<file path="src/core/barrier_ctl_pkg.sv">
// Package for the isolation barrier control block.
// Holds register offsets, field positions, default identity and timing.
package barrier_ctl_pkg;
  // Register word indices (printed offsets are indices, byte addr = 4*idx)
  localparam logic [7:0] IDX_POWER    = 8'h02;
  localparam logic [7:0] IDX_LOCK     = 8'h03;
  localparam logic [7:0] IDX_POLL     = 8'h05;
  localparam logic [7:0] IDX_HOSTST   = 8'h0d;
  localparam logic [7:0] IDX_TIMER    = 8'h15;
  localparam logic [7:0] IDX_IDENT    = 8'h1d;
  localparam logic [7:0] IDX_LINEST   = 8'h1e;
  localparam logic [7:0] IDX_LOOP     = 8'h20;
  // Field positions
  localparam int POS_LINE_PWR  = 2;
  localparam int POS_LVD_EN    = 3;
  localparam int POS_SYNC_LOSS = 1;
  localparam int POS_AUTO_POLL = 3;
  localparam int POS_IRQ_EN    = 1;
  localparam int POS_HOST_LOST = 6;
  localparam int POS_IDLE_DIS  = 6;
  localparam int POS_LINE_LOST = 2;
  localparam int POS_AC_EN     = 0;
  localparam int POS_DC_EN     = 1;
  localparam int POS_DCIV_LO   = 2;
  localparam int POS_IDENT_LO  = 4;
  // Identity stored when a poll answers zero; value is arbitrary
  localparam logic [3:0] IDENT_DEFAULT = 4'h5;
  // Timing: no-transition window
  localparam int IDLE_TIME_US = 400;
  localparam int CLK_MHZ      = 200;
  localparam int IDLE_CYCLES  = IDLE_TIME_US * CLK_MHZ;
  // AXI response codes
  localparam logic [1:0] RESP_OKAY   = 2'b00;
  localparam logic [1:0] RESP_SLVERR = 2'b10;
  // Line loop operating mode
  typedef enum logic [2:0] {
    LOOP_OFF   = 3'b001,
    LOOP_HOLD  = 3'b010,
    LOOP_SEIZE = 3'b100
  } loop_mode_t;
  // Poll sequencer states
  typedef enum logic [2:0] {
    PS_WAIT = 3'b001,
    PS_REQ  = 3'b010,
    PS_DONE = 3'b100
  } poll_state_t;
  // Line-side control bundle
  typedef struct packed {
    logic       line_power_select;
    logic       ac_loop_enable;
    logic       dc_loop_enable;
    logic [1:0] dc_iv_select;
  } line_ctl_t;
endpackage

</file>
<file path="src/core/barrier_ctl.sv">
// Isolation barrier control, lock-loss reporting and fail-safe hook logic.
// Assumes an AXI4-Lite master on clk_i and barrier link status inputs
// synchronous to clk_i.
`timescale 1ns/1ps
`default_nettype none

// What this block does
// Power select: 0 barrier, 1 line powered
// Return to barrier power needs level-detect off
// Sync-loss flag set on loss, cleared by read
// Sync-loss flag is a maskable interrupt source
// Sync-loss interrupt enable resets to one
// Auto-poll identity after lock when enabled
// Lock loss zeroes stored identity
// Host lock-lost flag resets one, rearms
// Idle timer disable resets zero, 400 us
// Idle timeout resets line side, on hook
// Line lock-lost zero keeps transmit requests going while host is unlocked
// Line lock-lost reads one on header loss
// Line power stops barrier power delivery
// Both loop enables give hold mode
// DC only gives seize mode
// Power-on reset forces on hook
// Low line supply forces on hook
// Loss flag restarts barrier synchronisation
// Successful poll leaves nonzero identity
// Interrupt follows flag and enable
// Read clears flag, same-cycle loss wins
module barrier_ctl
  import barrier_ctl_pkg::*;
#(
  parameter int IDLE_LIMIT = IDLE_CYCLES  // No-transition timeout cycles
) (
  input  wire logic        clk_i,           // 200 MHz clock
  input  wire logic        rstn_i,          // Async reset, low
  input  wire logic        ce_i,            // Clock enable
  // AXI4-Lite slave
  input  wire logic [7:0]  s_awaddr_i,      // Write address
  input  wire logic        s_awvalid_i,     // Write address valid
  output logic             s_awready_o,     // Write address ready
  input  wire logic [31:0] s_wdata_i,       // Write data
  input  wire logic [3:0]  s_wstrb_i,       // Write strobes
  input  wire logic        s_wvalid_i,      // Write data valid
  output logic             s_wready_o,      // Write data ready
  output logic [1:0]       s_bresp_o,       // Write response
  output logic             s_bvalid_o,      // Write response valid
  input  wire logic        s_bready_i,      // Write response ready
  input  wire logic [7:0]  s_araddr_i,      // Read address
  input  wire logic        s_arvalid_i,     // Read address valid
  output logic             s_arready_o,     // Read address ready
  output logic [31:0]      s_rdata_o,       // Read data
  output logic [1:0]       s_rresp_o,       // Read response
  output logic             s_rvalid_o,      // Read data valid
  input  wire logic        s_rready_i,      // Read data ready
  // Barrier link
  input  wire logic        host_locked_i,   // Host side barrier in sync
  input  wire logic        header_loss_i,   // Line side header loss
  input  wire logic        transition_i,    // Barrier edge seen
  input  wire logic        supply_low_i,    // Line supply under level
  input  wire logic        off_hook_req_i,  // Requested off-hook
  input  wire logic        ident_valid_i,   // Poll answer arrived
  input  wire logic [3:0]  ident_i,         // Polled identity
  output logic             poll_req_o,      // Identity poll request
  output logic             resync_o,        // Restart sync sequence
  output logic             tx_request_o,    // Transmit request strobe
  output logic             barrier_pwr_o,   // Power across barrier
  output logic             line_reset_o,    // Line side self reset
  output logic             off_hook_o,      // Hook state, 1 off hook
  output line_ctl_t        line_ctl_o,      // Line loop controls
  output loop_mode_t       loop_mode_o,     // Hold / seize decode
  output logic             irq_o            // Sync loss interrupt
);

  ////////////////////////////////////////////////////////////////////////
  // Register state
  logic        line_pwr_r;      // Line powered mode
  logic        lvd_en_r;        // Level detect enable
  logic        sync_loss_r;     // Clear-on-read loss flag
  logic        auto_poll_r;     // Auto poll enable
  logic        irq_en_r;        // Loss interrupt enable
  logic        host_lost_r;     // Host side lock lost
  logic        idle_dis_r;      // Idle timer disable
  logic        line_lost_r;     // Line side lock lost
  logic [3:0]  ident_r;         // Stored identity
  logic        ac_en_r;         // AC loop enable
  logic        dc_en_r;         // DC loop enable
  logic [1:0]  dciv_r;          // DC-IV select
  logic        locked_q;        // Previous lock level
  logic [31:0] idle_cnt_r;      // No-transition counter
  logic        hook_r;          // Off-hook state
  logic        por_r;           // First cycle after reset
  poll_state_t poll_r;          // Poll sequencer

  logic        loss_evt;        // Lock dropped this cycle
  logic        idle_trip;       // Timer expired
  logic        wr_go;           // Write taken
  logic        rd_go;           // Read taken
  logic [7:0]  widx;            // Write register index
  logic [7:0]  ridx;            // Read register index
  logic [31:0] rd_val;          // Read mux
  logic        rd_hit;          // Read address mapped
  logic        wr_hit;          // Write address mapped

  assign loss_evt = locked_q & ~host_locked_i;
  assign widx     = {2'b00, s_awaddr_i[7:2]};
  assign ridx     = {2'b00, s_araddr_i[7:2]};

  ////////////////////////////////////////////////////////////////////////
  // AXI4-Lite handshake: address and data accepted together
  // Ready only while enabled: a frozen block must not accept and drop
  assign s_awready_o = s_awvalid_i & s_wvalid_i & ~s_bvalid_o & ce_i;
  assign s_wready_o  = s_awready_o;
  assign s_arready_o = s_arvalid_i & ~s_rvalid_o & ce_i;
  assign wr_go       = s_awready_o;
  assign rd_go       = s_arready_o;
  assign wr_hit = (widx == IDX_POWER) | (widx == IDX_POLL) |
                  (widx == IDX_TIMER) | (widx == IDX_LINEST) |
                  (widx == IDX_LOOP);

  // Write response channel
  always_ff @(posedge clk_i or negedge rstn_i) begin
    if (!rstn_i) begin
      s_bvalid_o <= 1'b0;
      s_bresp_o  <= RESP_OKAY;
    end else if (ce_i) begin
      if (wr_go) begin
        s_bvalid_o <= 1'b1;
        s_bresp_o  <= wr_hit ? RESP_OKAY : RESP_SLVERR;
      end else if (s_bready_i) begin
        s_bvalid_o <= 1'b0;
      end
    end
  end

  // Read mux; reserved bits read zero
  always_comb begin
    rd_val = 32'h0000_0000;
    rd_hit = 1'b1;
    case (ridx)
      IDX_POWER: begin
        rd_val[POS_LINE_PWR] = line_pwr_r;
        rd_val[POS_LVD_EN]   = lvd_en_r;
      end
      IDX_LOCK:   rd_val[POS_SYNC_LOSS] = sync_loss_r;
      IDX_POLL: begin
        rd_val[POS_AUTO_POLL] = auto_poll_r;
        rd_val[POS_IRQ_EN]    = irq_en_r;
      end
      IDX_HOSTST: rd_val[POS_HOST_LOST] = host_lost_r;
      IDX_TIMER:  rd_val[POS_IDLE_DIS]  = idle_dis_r;
      IDX_IDENT:  rd_val[POS_IDENT_LO+:4] = ident_r;
      IDX_LINEST: rd_val[POS_LINE_LOST] = line_lost_r;
      IDX_LOOP: begin
        rd_val[POS_AC_EN]     = ac_en_r;
        rd_val[POS_DC_EN]     = dc_en_r;
        rd_val[POS_DCIV_LO+:2] = dciv_r;
      end
      default:    rd_hit = 1'b0;
    endcase
  end

  // Read data channel, data from flops
  always_ff @(posedge clk_i or negedge rstn_i) begin
    if (!rstn_i) begin
      s_rvalid_o <= 1'b0;
      s_rdata_o  <= 32'h0000_0000;
      s_rresp_o  <= RESP_OKAY;
    end else if (ce_i) begin
      if (rd_go) begin
        s_rvalid_o <= 1'b1;
        s_rdata_o  <= rd_val;
        s_rresp_o  <= rd_hit ? RESP_OKAY : RESP_SLVERR;
      end else if (s_rready_i) begin
        s_rvalid_o <= 1'b0;
      end
    end
  end

  ////////////////////////////////////////////////////////////////////////
  // Software-written control bits (low byte lane only)
  always_ff @(posedge clk_i or negedge rstn_i) begin
    if (!rstn_i) begin
      line_pwr_r  <= 1'b0;
      lvd_en_r    <= 1'b0;
      auto_poll_r <= 1'b1;
      irq_en_r    <= 1'b1;
      idle_dis_r  <= 1'b0;
      ac_en_r     <= 1'b0;
      dc_en_r     <= 1'b0;
      dciv_r      <= 2'b00;
    end else if (ce_i && wr_go && s_wstrb_i[0]) begin
      case (widx)
        IDX_POWER: begin
          lvd_en_r <= s_wdata_i[POS_LVD_EN];
          // Back to barrier power only with level detect off; see
          if (s_wdata_i[POS_LINE_PWR] || !lvd_en_r)
            line_pwr_r <= s_wdata_i[POS_LINE_PWR];
        end
        IDX_POLL: begin
          auto_poll_r <= s_wdata_i[POS_AUTO_POLL];
          irq_en_r    <= s_wdata_i[POS_IRQ_EN];
        end
        IDX_TIMER: idle_dis_r <= s_wdata_i[POS_IDLE_DIS];
        IDX_LOOP: begin
          ac_en_r <= s_wdata_i[POS_AC_EN];
          dc_en_r <= s_wdata_i[POS_DC_EN];
          dciv_r  <= s_wdata_i[POS_DCIV_LO+:2];
        end
        default: ;
      endcase
    end
  end

  ////////////////////////////////////////////////////////////////////////
  // Lock tracking, clear-on-read and write-to-clear flags; set beats clear
  always_ff @(posedge clk_i or negedge rstn_i) begin
    if (!rstn_i) begin
      locked_q    <= 1'b0;
      sync_loss_r <= 1'b0;
      host_lost_r <= 1'b1;
      line_lost_r <= 1'b0;
    end else if (ce_i) begin
      locked_q <= host_locked_i;
      // Loss event sets, read clears; see
      if (loss_evt)
        sync_loss_r <= 1'b1;
      else if (rd_go && ridx == IDX_LOCK)
        sync_loss_r <= 1'b0;
      // Rearms while still unlocked; see
      if (!host_locked_i)
        host_lost_r <= 1'b1;
      else if (rd_go && ridx == IDX_HOSTST)
        host_lost_r <= 1'b0;
      // Header loss sets; software write of zero clears; see
      if (header_loss_i)
        line_lost_r <= 1'b1;
      else if (wr_go && s_wstrb_i[0] && widx == IDX_LINEST)
        line_lost_r <= s_wdata_i[POS_LINE_LOST];
    end
  end

  // Restart sync once the loss flag is up; see
  assign resync_o = sync_loss_r & ~host_locked_i;
  // Keep requesting transfers while line lock-lost bit is 0 and host is unlocked; see
  assign tx_request_o = ~line_lost_r & ~host_locked_i;
  // Interrupt gated by enable; see
  assign irq_o = sync_loss_r & irq_en_r;

  ////////////////////////////////////////////////////////////////////////
  // Identity poll sequencer
  always_ff @(posedge clk_i or negedge rstn_i) begin
    if (!rstn_i) begin
      poll_r  <= PS_WAIT;
      ident_r <= 4'h0;
    end else if (ce_i) begin
      if (!host_locked_i) begin
        poll_r  <= PS_WAIT;
        ident_r <= 4'h0;
      end else begin
        case (poll_r)
          PS_WAIT: if (auto_poll_r) poll_r <= PS_REQ;
          PS_REQ: if (ident_valid_i) begin
            poll_r  <= PS_DONE;
            // Zero answer still stored nonzero marker; see
            ident_r <= (ident_i != 4'h0) ? ident_i : IDENT_DEFAULT;
          end
          PS_DONE: ;
          default: poll_r <= PS_WAIT;
        endcase
      end
    end
  end
  assign poll_req_o = (poll_r == PS_REQ);

  ////////////////////////////////////////////////////////////////////////
  // No-transition timer
  always_ff @(posedge clk_i or negedge rstn_i) begin
    if (!rstn_i) begin
      idle_cnt_r <= 32'h0000_0000;
    end else if (ce_i) begin
      if (idle_dis_r || transition_i || idle_trip)
        idle_cnt_r <= 32'h0000_0000;
      else
        idle_cnt_r <= idle_cnt_r + 32'h0000_0001;
    end
  end
  assign idle_trip = !idle_dis_r &&
                     (idle_cnt_r == 32'(IDLE_LIMIT - 1));
  assign line_reset_o = idle_trip;

  ////////////////////////////////////////////////////////////////////////
  // Hook state with fail-safe on-hook forcing
  always_ff @(posedge clk_i or negedge rstn_i) begin
    if (!rstn_i) begin
      hook_r <= 1'b0;
      por_r  <= 1'b1;
    end else if (ce_i) begin
      por_r <= 1'b0;
      if (por_r || idle_trip || supply_low_i)
        hook_r <= 1'b0;
      else
        hook_r <= off_hook_req_i;
    end
  end
  assign off_hook_o = hook_r;

  // Line power stops barrier power; see
  assign barrier_pwr_o = ~line_pwr_r;
  assign line_ctl_o = '{line_power_select: line_pwr_r,
                        ac_loop_enable:    ac_en_r,
                        dc_loop_enable:    dc_en_r,
                        dc_iv_select:      dciv_r};

  // Loop mode decode; see
  always_comb begin
    if (dc_en_r && ac_en_r)
      loop_mode_o = LOOP_HOLD;
    else if (dc_en_r)
      loop_mode_o = LOOP_SEIZE;
    else
      loop_mode_o = LOOP_OFF;
  end

  ////////////////////////////////////////////////////////////////////////
  // Assertions
  a_loss_sets_flag: assert property (
    @(posedge clk_i) disable iff (!rstn_i)
    ce_i && loss_evt |=> sync_loss_r)
    else $error("loss event did not set flag");
  a_read_clears: assert property (
    @(posedge clk_i) disable iff (!rstn_i)
    rd_go && ridx == IDX_LOCK && !loss_evt |=> !sync_loss_r)
    else $error("read did not clear loss flag");
  a_irq_gate: assert property (
    @(posedge clk_i) disable iff (!rstn_i)
    ce_i && loss_evt |=> irq_o == irq_en_r)
    else $error("irq mismatch");
  a_ident_zero: assert property (
    @(posedge clk_i) disable iff (!rstn_i)
    ce_i && !host_locked_i |=> ident_r == 4'h0)
    else $error("identity not cleared on loss");
  a_poll_off: assert property (
    @(posedge clk_i) disable iff (!rstn_i)
    ce_i && !auto_poll_r && poll_r == PS_WAIT |=> !poll_req_o)
    else $error("poll issued while disabled");
  a_host_rearm: assert property (
    @(posedge clk_i) disable iff (!rstn_i)
    ce_i && !host_locked_i |=> host_lost_r)
    else $error("host lost flag not rearmed");
  a_idle_hook: assert property (
    @(posedge clk_i) disable iff (!rstn_i)
    ce_i && idle_trip |=> !off_hook_o)
    else $error("idle timeout left line off hook");
  a_supply_hook: assert property (
    @(posedge clk_i) disable iff (!rstn_i)
    ce_i && supply_low_i |=> !off_hook_o)
    else $error("low supply left line off hook");
  a_power_back: assert property (
    @(posedge clk_i) disable iff (!rstn_i)
    ce_i && lvd_en_r && line_pwr_r |=> line_pwr_r)
    else $error("barrier power taken with level detect on");
  a_seize_mode: assert property (
    @(posedge clk_i) disable iff (!rstn_i)
    dc_en_r && !ac_en_r |-> loop_mode_o == LOOP_SEIZE)
    else $error("seize mode decode wrong");

endmodule
`default_nettype wire

</file>
<file path="config.mk">
export PLATFORM = sky130hd
export DESIGN_NAME = barrier_ctl
export DESIGN_NICKNAME = d
export VERILOG_FILES = /design/src/core/barrier_ctl_pkg.sv /design/src/core/barrier_ctl.sv
export SDC_FILE = /design/constraint.sdc
export NUM_CORES = 1
export LEC_CHECK = 0
export ABC_AREA = 1
export BUFFER_PORTS_ARGS = -buffer_cell sky130_fd_sc_hd__buf_4
export CORE_MARGIN = 5
export CORE_UTILIZATION = 40
export CTS_CLUSTER_DIAMETER = 40
export DETAILED_ROUTE_END_ITERATION = 6
export GPL_TIMING_DRIVEN = 0
export PLACE_DENSITY = 0.65
export SYNTH_ARGS = -nofsm -noshare
export SYNTH_HDL_FRONTEND = slang
export SYNTH_SLANG_ARGS = --single-unit
</file>
<file path="constraint.sdc">
create_clock -name clk_i -period 4.18 [get_ports clk_i]
set_input_delay 0.209 -clock clk_i [delete_from_list [all_inputs] [get_ports clk_i]]
set_output_delay 0.209 -clock clk_i [all_outputs]
set_load 0.01 [all_outputs]
</file>
## Yosys cells after proc, flatten, opt, wreduce, memory -nomap -nowiden

Cells that the tools add are included.

- Flip-flop bits (word level): 68
- Output and inout port bits: 56
- Logic and storage cells: 131
- Input port bits: 70

- Mux-type cells: 32
- Equal/unequal tests: 23
- Add/sub/neg operators: 1
- Reductions and logical operators: 35
- Bitwise gates (word level): 18

Operators by type and width:

| operator | number |
|---|---|
| adder 32 x 1 -> 32 bit (second input constant) | 1 |
| equality test 32 x 17 -> 1 bit (second input constant) | 1 |
| 2-to-1 mux 32 bit | 1 |
| equality test 6 x 5 -> 1 bit (second input constant) | 5 |
| AND reduction 2 bit | 11 |
| equality test 6 x 2 -> 1 bit (second input constant) | 3 |
| 2-to-1 mux 4 bit | 4 |
| 2-to-1 mux 3 bit | 5 |
| 2-to-1 mux 1 bit | 14 |
| equality test 6 x 3 -> 1 bit (second input constant) | 2 |
| equality test 6 bit (second input constant) | 2 |
| case mux 1 bit (3 select lines) | 4 |
| bitwise AND 1 bit | 9 |
| case mux 3 bit (3 select lines) | 1 |
| logical AND 1 bit | 8 |
| nonzero test 2 bit | 4 |
| OR reduction 8 bit | 1 |
| equality test 6 x 4 -> 1 bit (second input constant) | 1 |
| 2-to-1 mux 2 bit | 3 |
| != test 2 x 1 -> 1 bit (second input constant) | 3 |
| != test 3 bit (second input constant) | 2 |
| AND reduction 3 bit | 2 |
| logical OR 1 bit | 5 |
| NOT 1 bit | 5 |
| other kinds (8) | 12 |

## Depth between registers and ports, before layout

- Word-level depth: 7
- Mapped depth: 11
- Mapped depth without buffers: 10

## Worst setup path after synthesis

Ideal clock, no wire load.

- Path type: register -> register
- Start point: reg idle_cnt_r[0]
- End point: reg idle_cnt_r[12]
- Setup time: 0.120 ns
- Arrival time: 1.386 ns
- Path buffers: 1
- Data required time: 4.060 ns
- Setup slack: 2.674 ns
- Cell stages (with the launch flop): 12
- Period minus slack after synthesis: 1.506 ns
- Path through: dfrtp_1 -> ha_1 -> inv_1 -> nor2_2 -> nand3_1 -> nor2_1 -> nand3_1 -> nand2_2 -> nand2_2 -> inv_2 -> buf_4 -> nor2_1

- Longest elaborated chain between the ends: 4
- Elaborated cells on any way between the ends: 5
- Classes of those cells: add/sub: 1; eq/ne: 1; mux: 1; reduce/logical: 2

RTL lines:

| what | line | RTL |
|---|---|---|
| from (decl) | barrier_ctl.sv:89 | `logic [31:0] idle_cnt_r;` |
| from (signal assigned) | barrier_ctl.sv:284 | `idle_cnt_r <= idle_cnt_r + 32'h0000_0001;` |
| branches (longest 3 deep; another with adder 32 x 1 -> 32 bit) | -- |  |
| 2-to-1 mux 32 bit (*) | barrier_ctl.sv:281 | `if (idle_dis_r \|\| transition_i \|\| idle_trip)` |

Every way passes the cells marked *.
A chain may end at the register's enable or synchronous reset.

## Worst setup path in the final report

- Start point: reg idle_cnt_r[1]
- End point: reg idle_cnt_r[30]

Same word-level chain as after synthesis.

==> metrics.cfg <==
[run_status]
status=complete, no violations

[clocking]
cts_tree=yes
cts_buffers=9
clock_path_buffers=2
cts_sinks=66
cts.htree.levels=3
clk_latency_ps=370
clk_root_buffer_cell=clkbuf_8
clk_pin_slew_worst_paths_ps=80
post_cts_resized=0

[layout]
syn2layout_area_growth_pct=24.1
layout_common_cells=120 x nand2_1, 99 x nor2_1, 98 x buf_4
diodes=0
final_common_cell=nand2_1
instances_no_fill=793
drive_gt1_share_pct=20.8
fin_util_pct=50.7
ff_latch_area_um2=1660
multiInputGateArea_um2=1840
nFillCells=1000
nets=726

[place]
hpwlAfterDp_mm=7.79
post-place-ws_ps=2200
gp_congestion=0.872
io_buffers=65
dp.cells=776

[worst_setup_path]
reg2reg_depth=11
reg2reg_from=idle_cnt_r[1]
arrival_ps=2260
crit_required_ps=4420
critPathMaxStageDelay_ps=380
crit_chain=ha_1 -> inv_1 -> nor2_2 -> nand3_1 -> nor2_1 -> nand3_1 -> nand2_2 -> nand2_2 -> inv_2 -> buf_4 -> nor2_1
crit_family=simple AND/OR/NAND/NOR gates
startpoint_type=register
worstReg2RegEnd=idle_cnt_r[30]
crit_slowest_cell=dfrtp_1
cp_num_buf_inv=3
crit_type=reg2reg
path_max_fanout=10
critPathCaptureType=register
r2r_slack_ps=2170

[timing]
period_needed_ps=2010
final-setup-viol-count=0
timing.clock.skew_ps=14.3
finalSetupTns_ps=0
rsz0062_at_grt=no
fin_crit_sh_pct=48.2
tightest_slew_ps=849
hold_violations=0
max_slew_margin_pct=43.4
max_freq_mhz=497
finalWorstSetupSlack_ps=2170
drv_slew=0

[routing]
drtIter0Drc=141
routed_wl_mm=9.91
avgRoutedWirePerCell_um=12.5
ant_nets=0
vias=3669
first_pass_iters=4
post-route-drc-count=0
viasPerCell=4.63

[pwr]
finalPower_mw=1.50
peakVddDrop_mv=0.244
power.density_nw_per_um2=304
switching_share_pct=28.2
switchingPower_mw=0.424
pwr-share-seq_pct=47.0
internal_power_mw=1.08
p_leak_nw=2.44
combPwrFrac_pct=16.2
power.share.clock_pct=36.8

[global_routing]
grt_pass1_vias=3559
antenna_found_initial=0
track_usage_pct=17.8
grt_pass1_wl_mm=16.7
grt_remaining_overflow=0
grt_max_degree=67

[die]
dieArea_um2=12000
die_w_um=110
io-pin-count=126
die_h_um=110
initial_utilization_pct=40.9
rows=36
core_um2=9730

[worst_hold_path]
hold_depth=2
hold_class=in2reg
min-delay-start=s_wdata_i[0]
hold_path_end=ac_en_r

[synthesis]
netlist_area_um2=3980
yosysSeqAreaShare_pct=41.7
ys_seq_elements=66
synthCells=553
synth.distinct_cells=34
synth_area_per_cell_um2=7.19
ys_warn_count=0

[run]
drv_cap=0

-- cell families (layout without fill, tap and decap cells) --
logic type                 count (synthesis)  count (layout)  synth area share, %
and+or+nand+nor                          298             298                 32.4
buffers and inverters                    119             201                 14.4
DFF                                       66              66                 41.7
AOI/OAI and AO/OA                         48              48                 6.61
xor gates and xnor gates                  18              18                 3.96
muxes                                      2               2                0.566
adders and majority gates                  1               1                0.315
other                                      1              26               0.0943
-- worst max-delay path by stage --
stage	start	end	slack, ps	depth (start not counted)
after floorplan	idle_cnt_r[0]	idle_cnt_r[12]	2670	11
after global placement	idle_cnt_r[1]	idle_cnt_r[18]	2200	11
after detailed placement	idle_cnt_r[1]	idle_cnt_r[12]	2200	11
after CTS	idle_cnt_r[1]	idle_cnt_r[26]	2180	11
after global routing	idle_cnt_r[1]	idle_cnt_r[14]	2050	11
final	idle_cnt_r[1]	idle_cnt_r[30]	2170	11
-- registers in the layout (all words and copies together), names as in the netlist, 2 cells and up --
signal      cells
dciv_r          2
s_rdata_o       8
poll_r          3
ident_r         4
idle_cnt_r     32
-- stage by stage --
stage | hold slack (ps) | instance area (um^2)
floorplan | -86.6 | 4070
global placement | 371 | 4730
detailed placement | 373 | 4730
CTS | 33.5 | 4940
global route | 49.9 | 4940
finish | 50.7 | 4940
-- synth_stat cells --
master	instances	area share, %
dfstp_2	5	3.3
inv_2	2	0.19
nor3_4	1	0.41
a21oi_1	9	1.1
buf_2	1	0.13
a41oi_1	1	0.22
a22oi_1	2	0.38
conb_1	1	0.094
o31ai_1	3	0.57
clkbuf_1	1	0.094
mux2_2	1	0.28
buf_4	33	6.2
nand2_2	3	0.47
nor3_2	1	0.25
o22ai_1	4	0.63
nand3_2	2	0.50
xor2_1	14	3.1
xnor2_1	4	0.88
inv_1	82	7.7
dfrtp_1	61	38
a31oi_1	1	0.16
mux2_1	1	0.28
o21ai_1	2	0.25
ha_1	1	0.31
nor3b_1	2	0.38
nor2_1	99	9.3
nor2_2	7	1.1
nand3_1	35	4.4
o21ai_0	26	3.3
nor4_1	1	0.16
nand4_1	13	2.0
nor3_1	10	1.3
nand2_1	120	11
nand3b_1	4	0.75
-- what timing repair did --
action / in CTS / in global routing
endpoints found under the hold margin: 61 / 0
hold buffers: 1 / 0
buffers inserted: 0 / 0
-- power groups by stage --
stage	sequential (mW)	clock, mW	combinational, mW
4_1_cts	0.705	0.571	0.245
2_1_floorplan	0.718	0	0.130
5_1_grt	0.711	0.600	0.273
3_5_place_dp	0.715	0	0.245
3_3_place_gp	0.716	0	0.237
6_report	0.706	0.553	0.244
-- cell type report --
type	instances	share of cell area, %
inverter	84	6.39
timing repair buffer	66	10.1
multi-input combinational	393	37.3
tap	133	3.37
clock inverter	6	1.29
buffer	35	5.20
clock buffer	10	2.79
sequential	66	33.6
-- worst reg2reg max path: stages (launching register included) --
cell     delay (ps)
dfrtp_1         380
ha_1            200
inv_1            60
nor2_2          190
nand3_1         100
nor2_1          120
nand3_1         180
nand2_2         150
nand2_2         150
inv_2           130
buf_4           190
nor2_1           60
-- metal layers --
metal,global-route usage (%),up-vias,share of wire (%)
met3,5.11,10,6.0
met2,28.6,88,47
met1,22.8,1687,45
li1,-,1884,-
met4,6.23,0,1.3
met5,0,-,0
No activity file was read; power rests on OpenSTA's default activity.
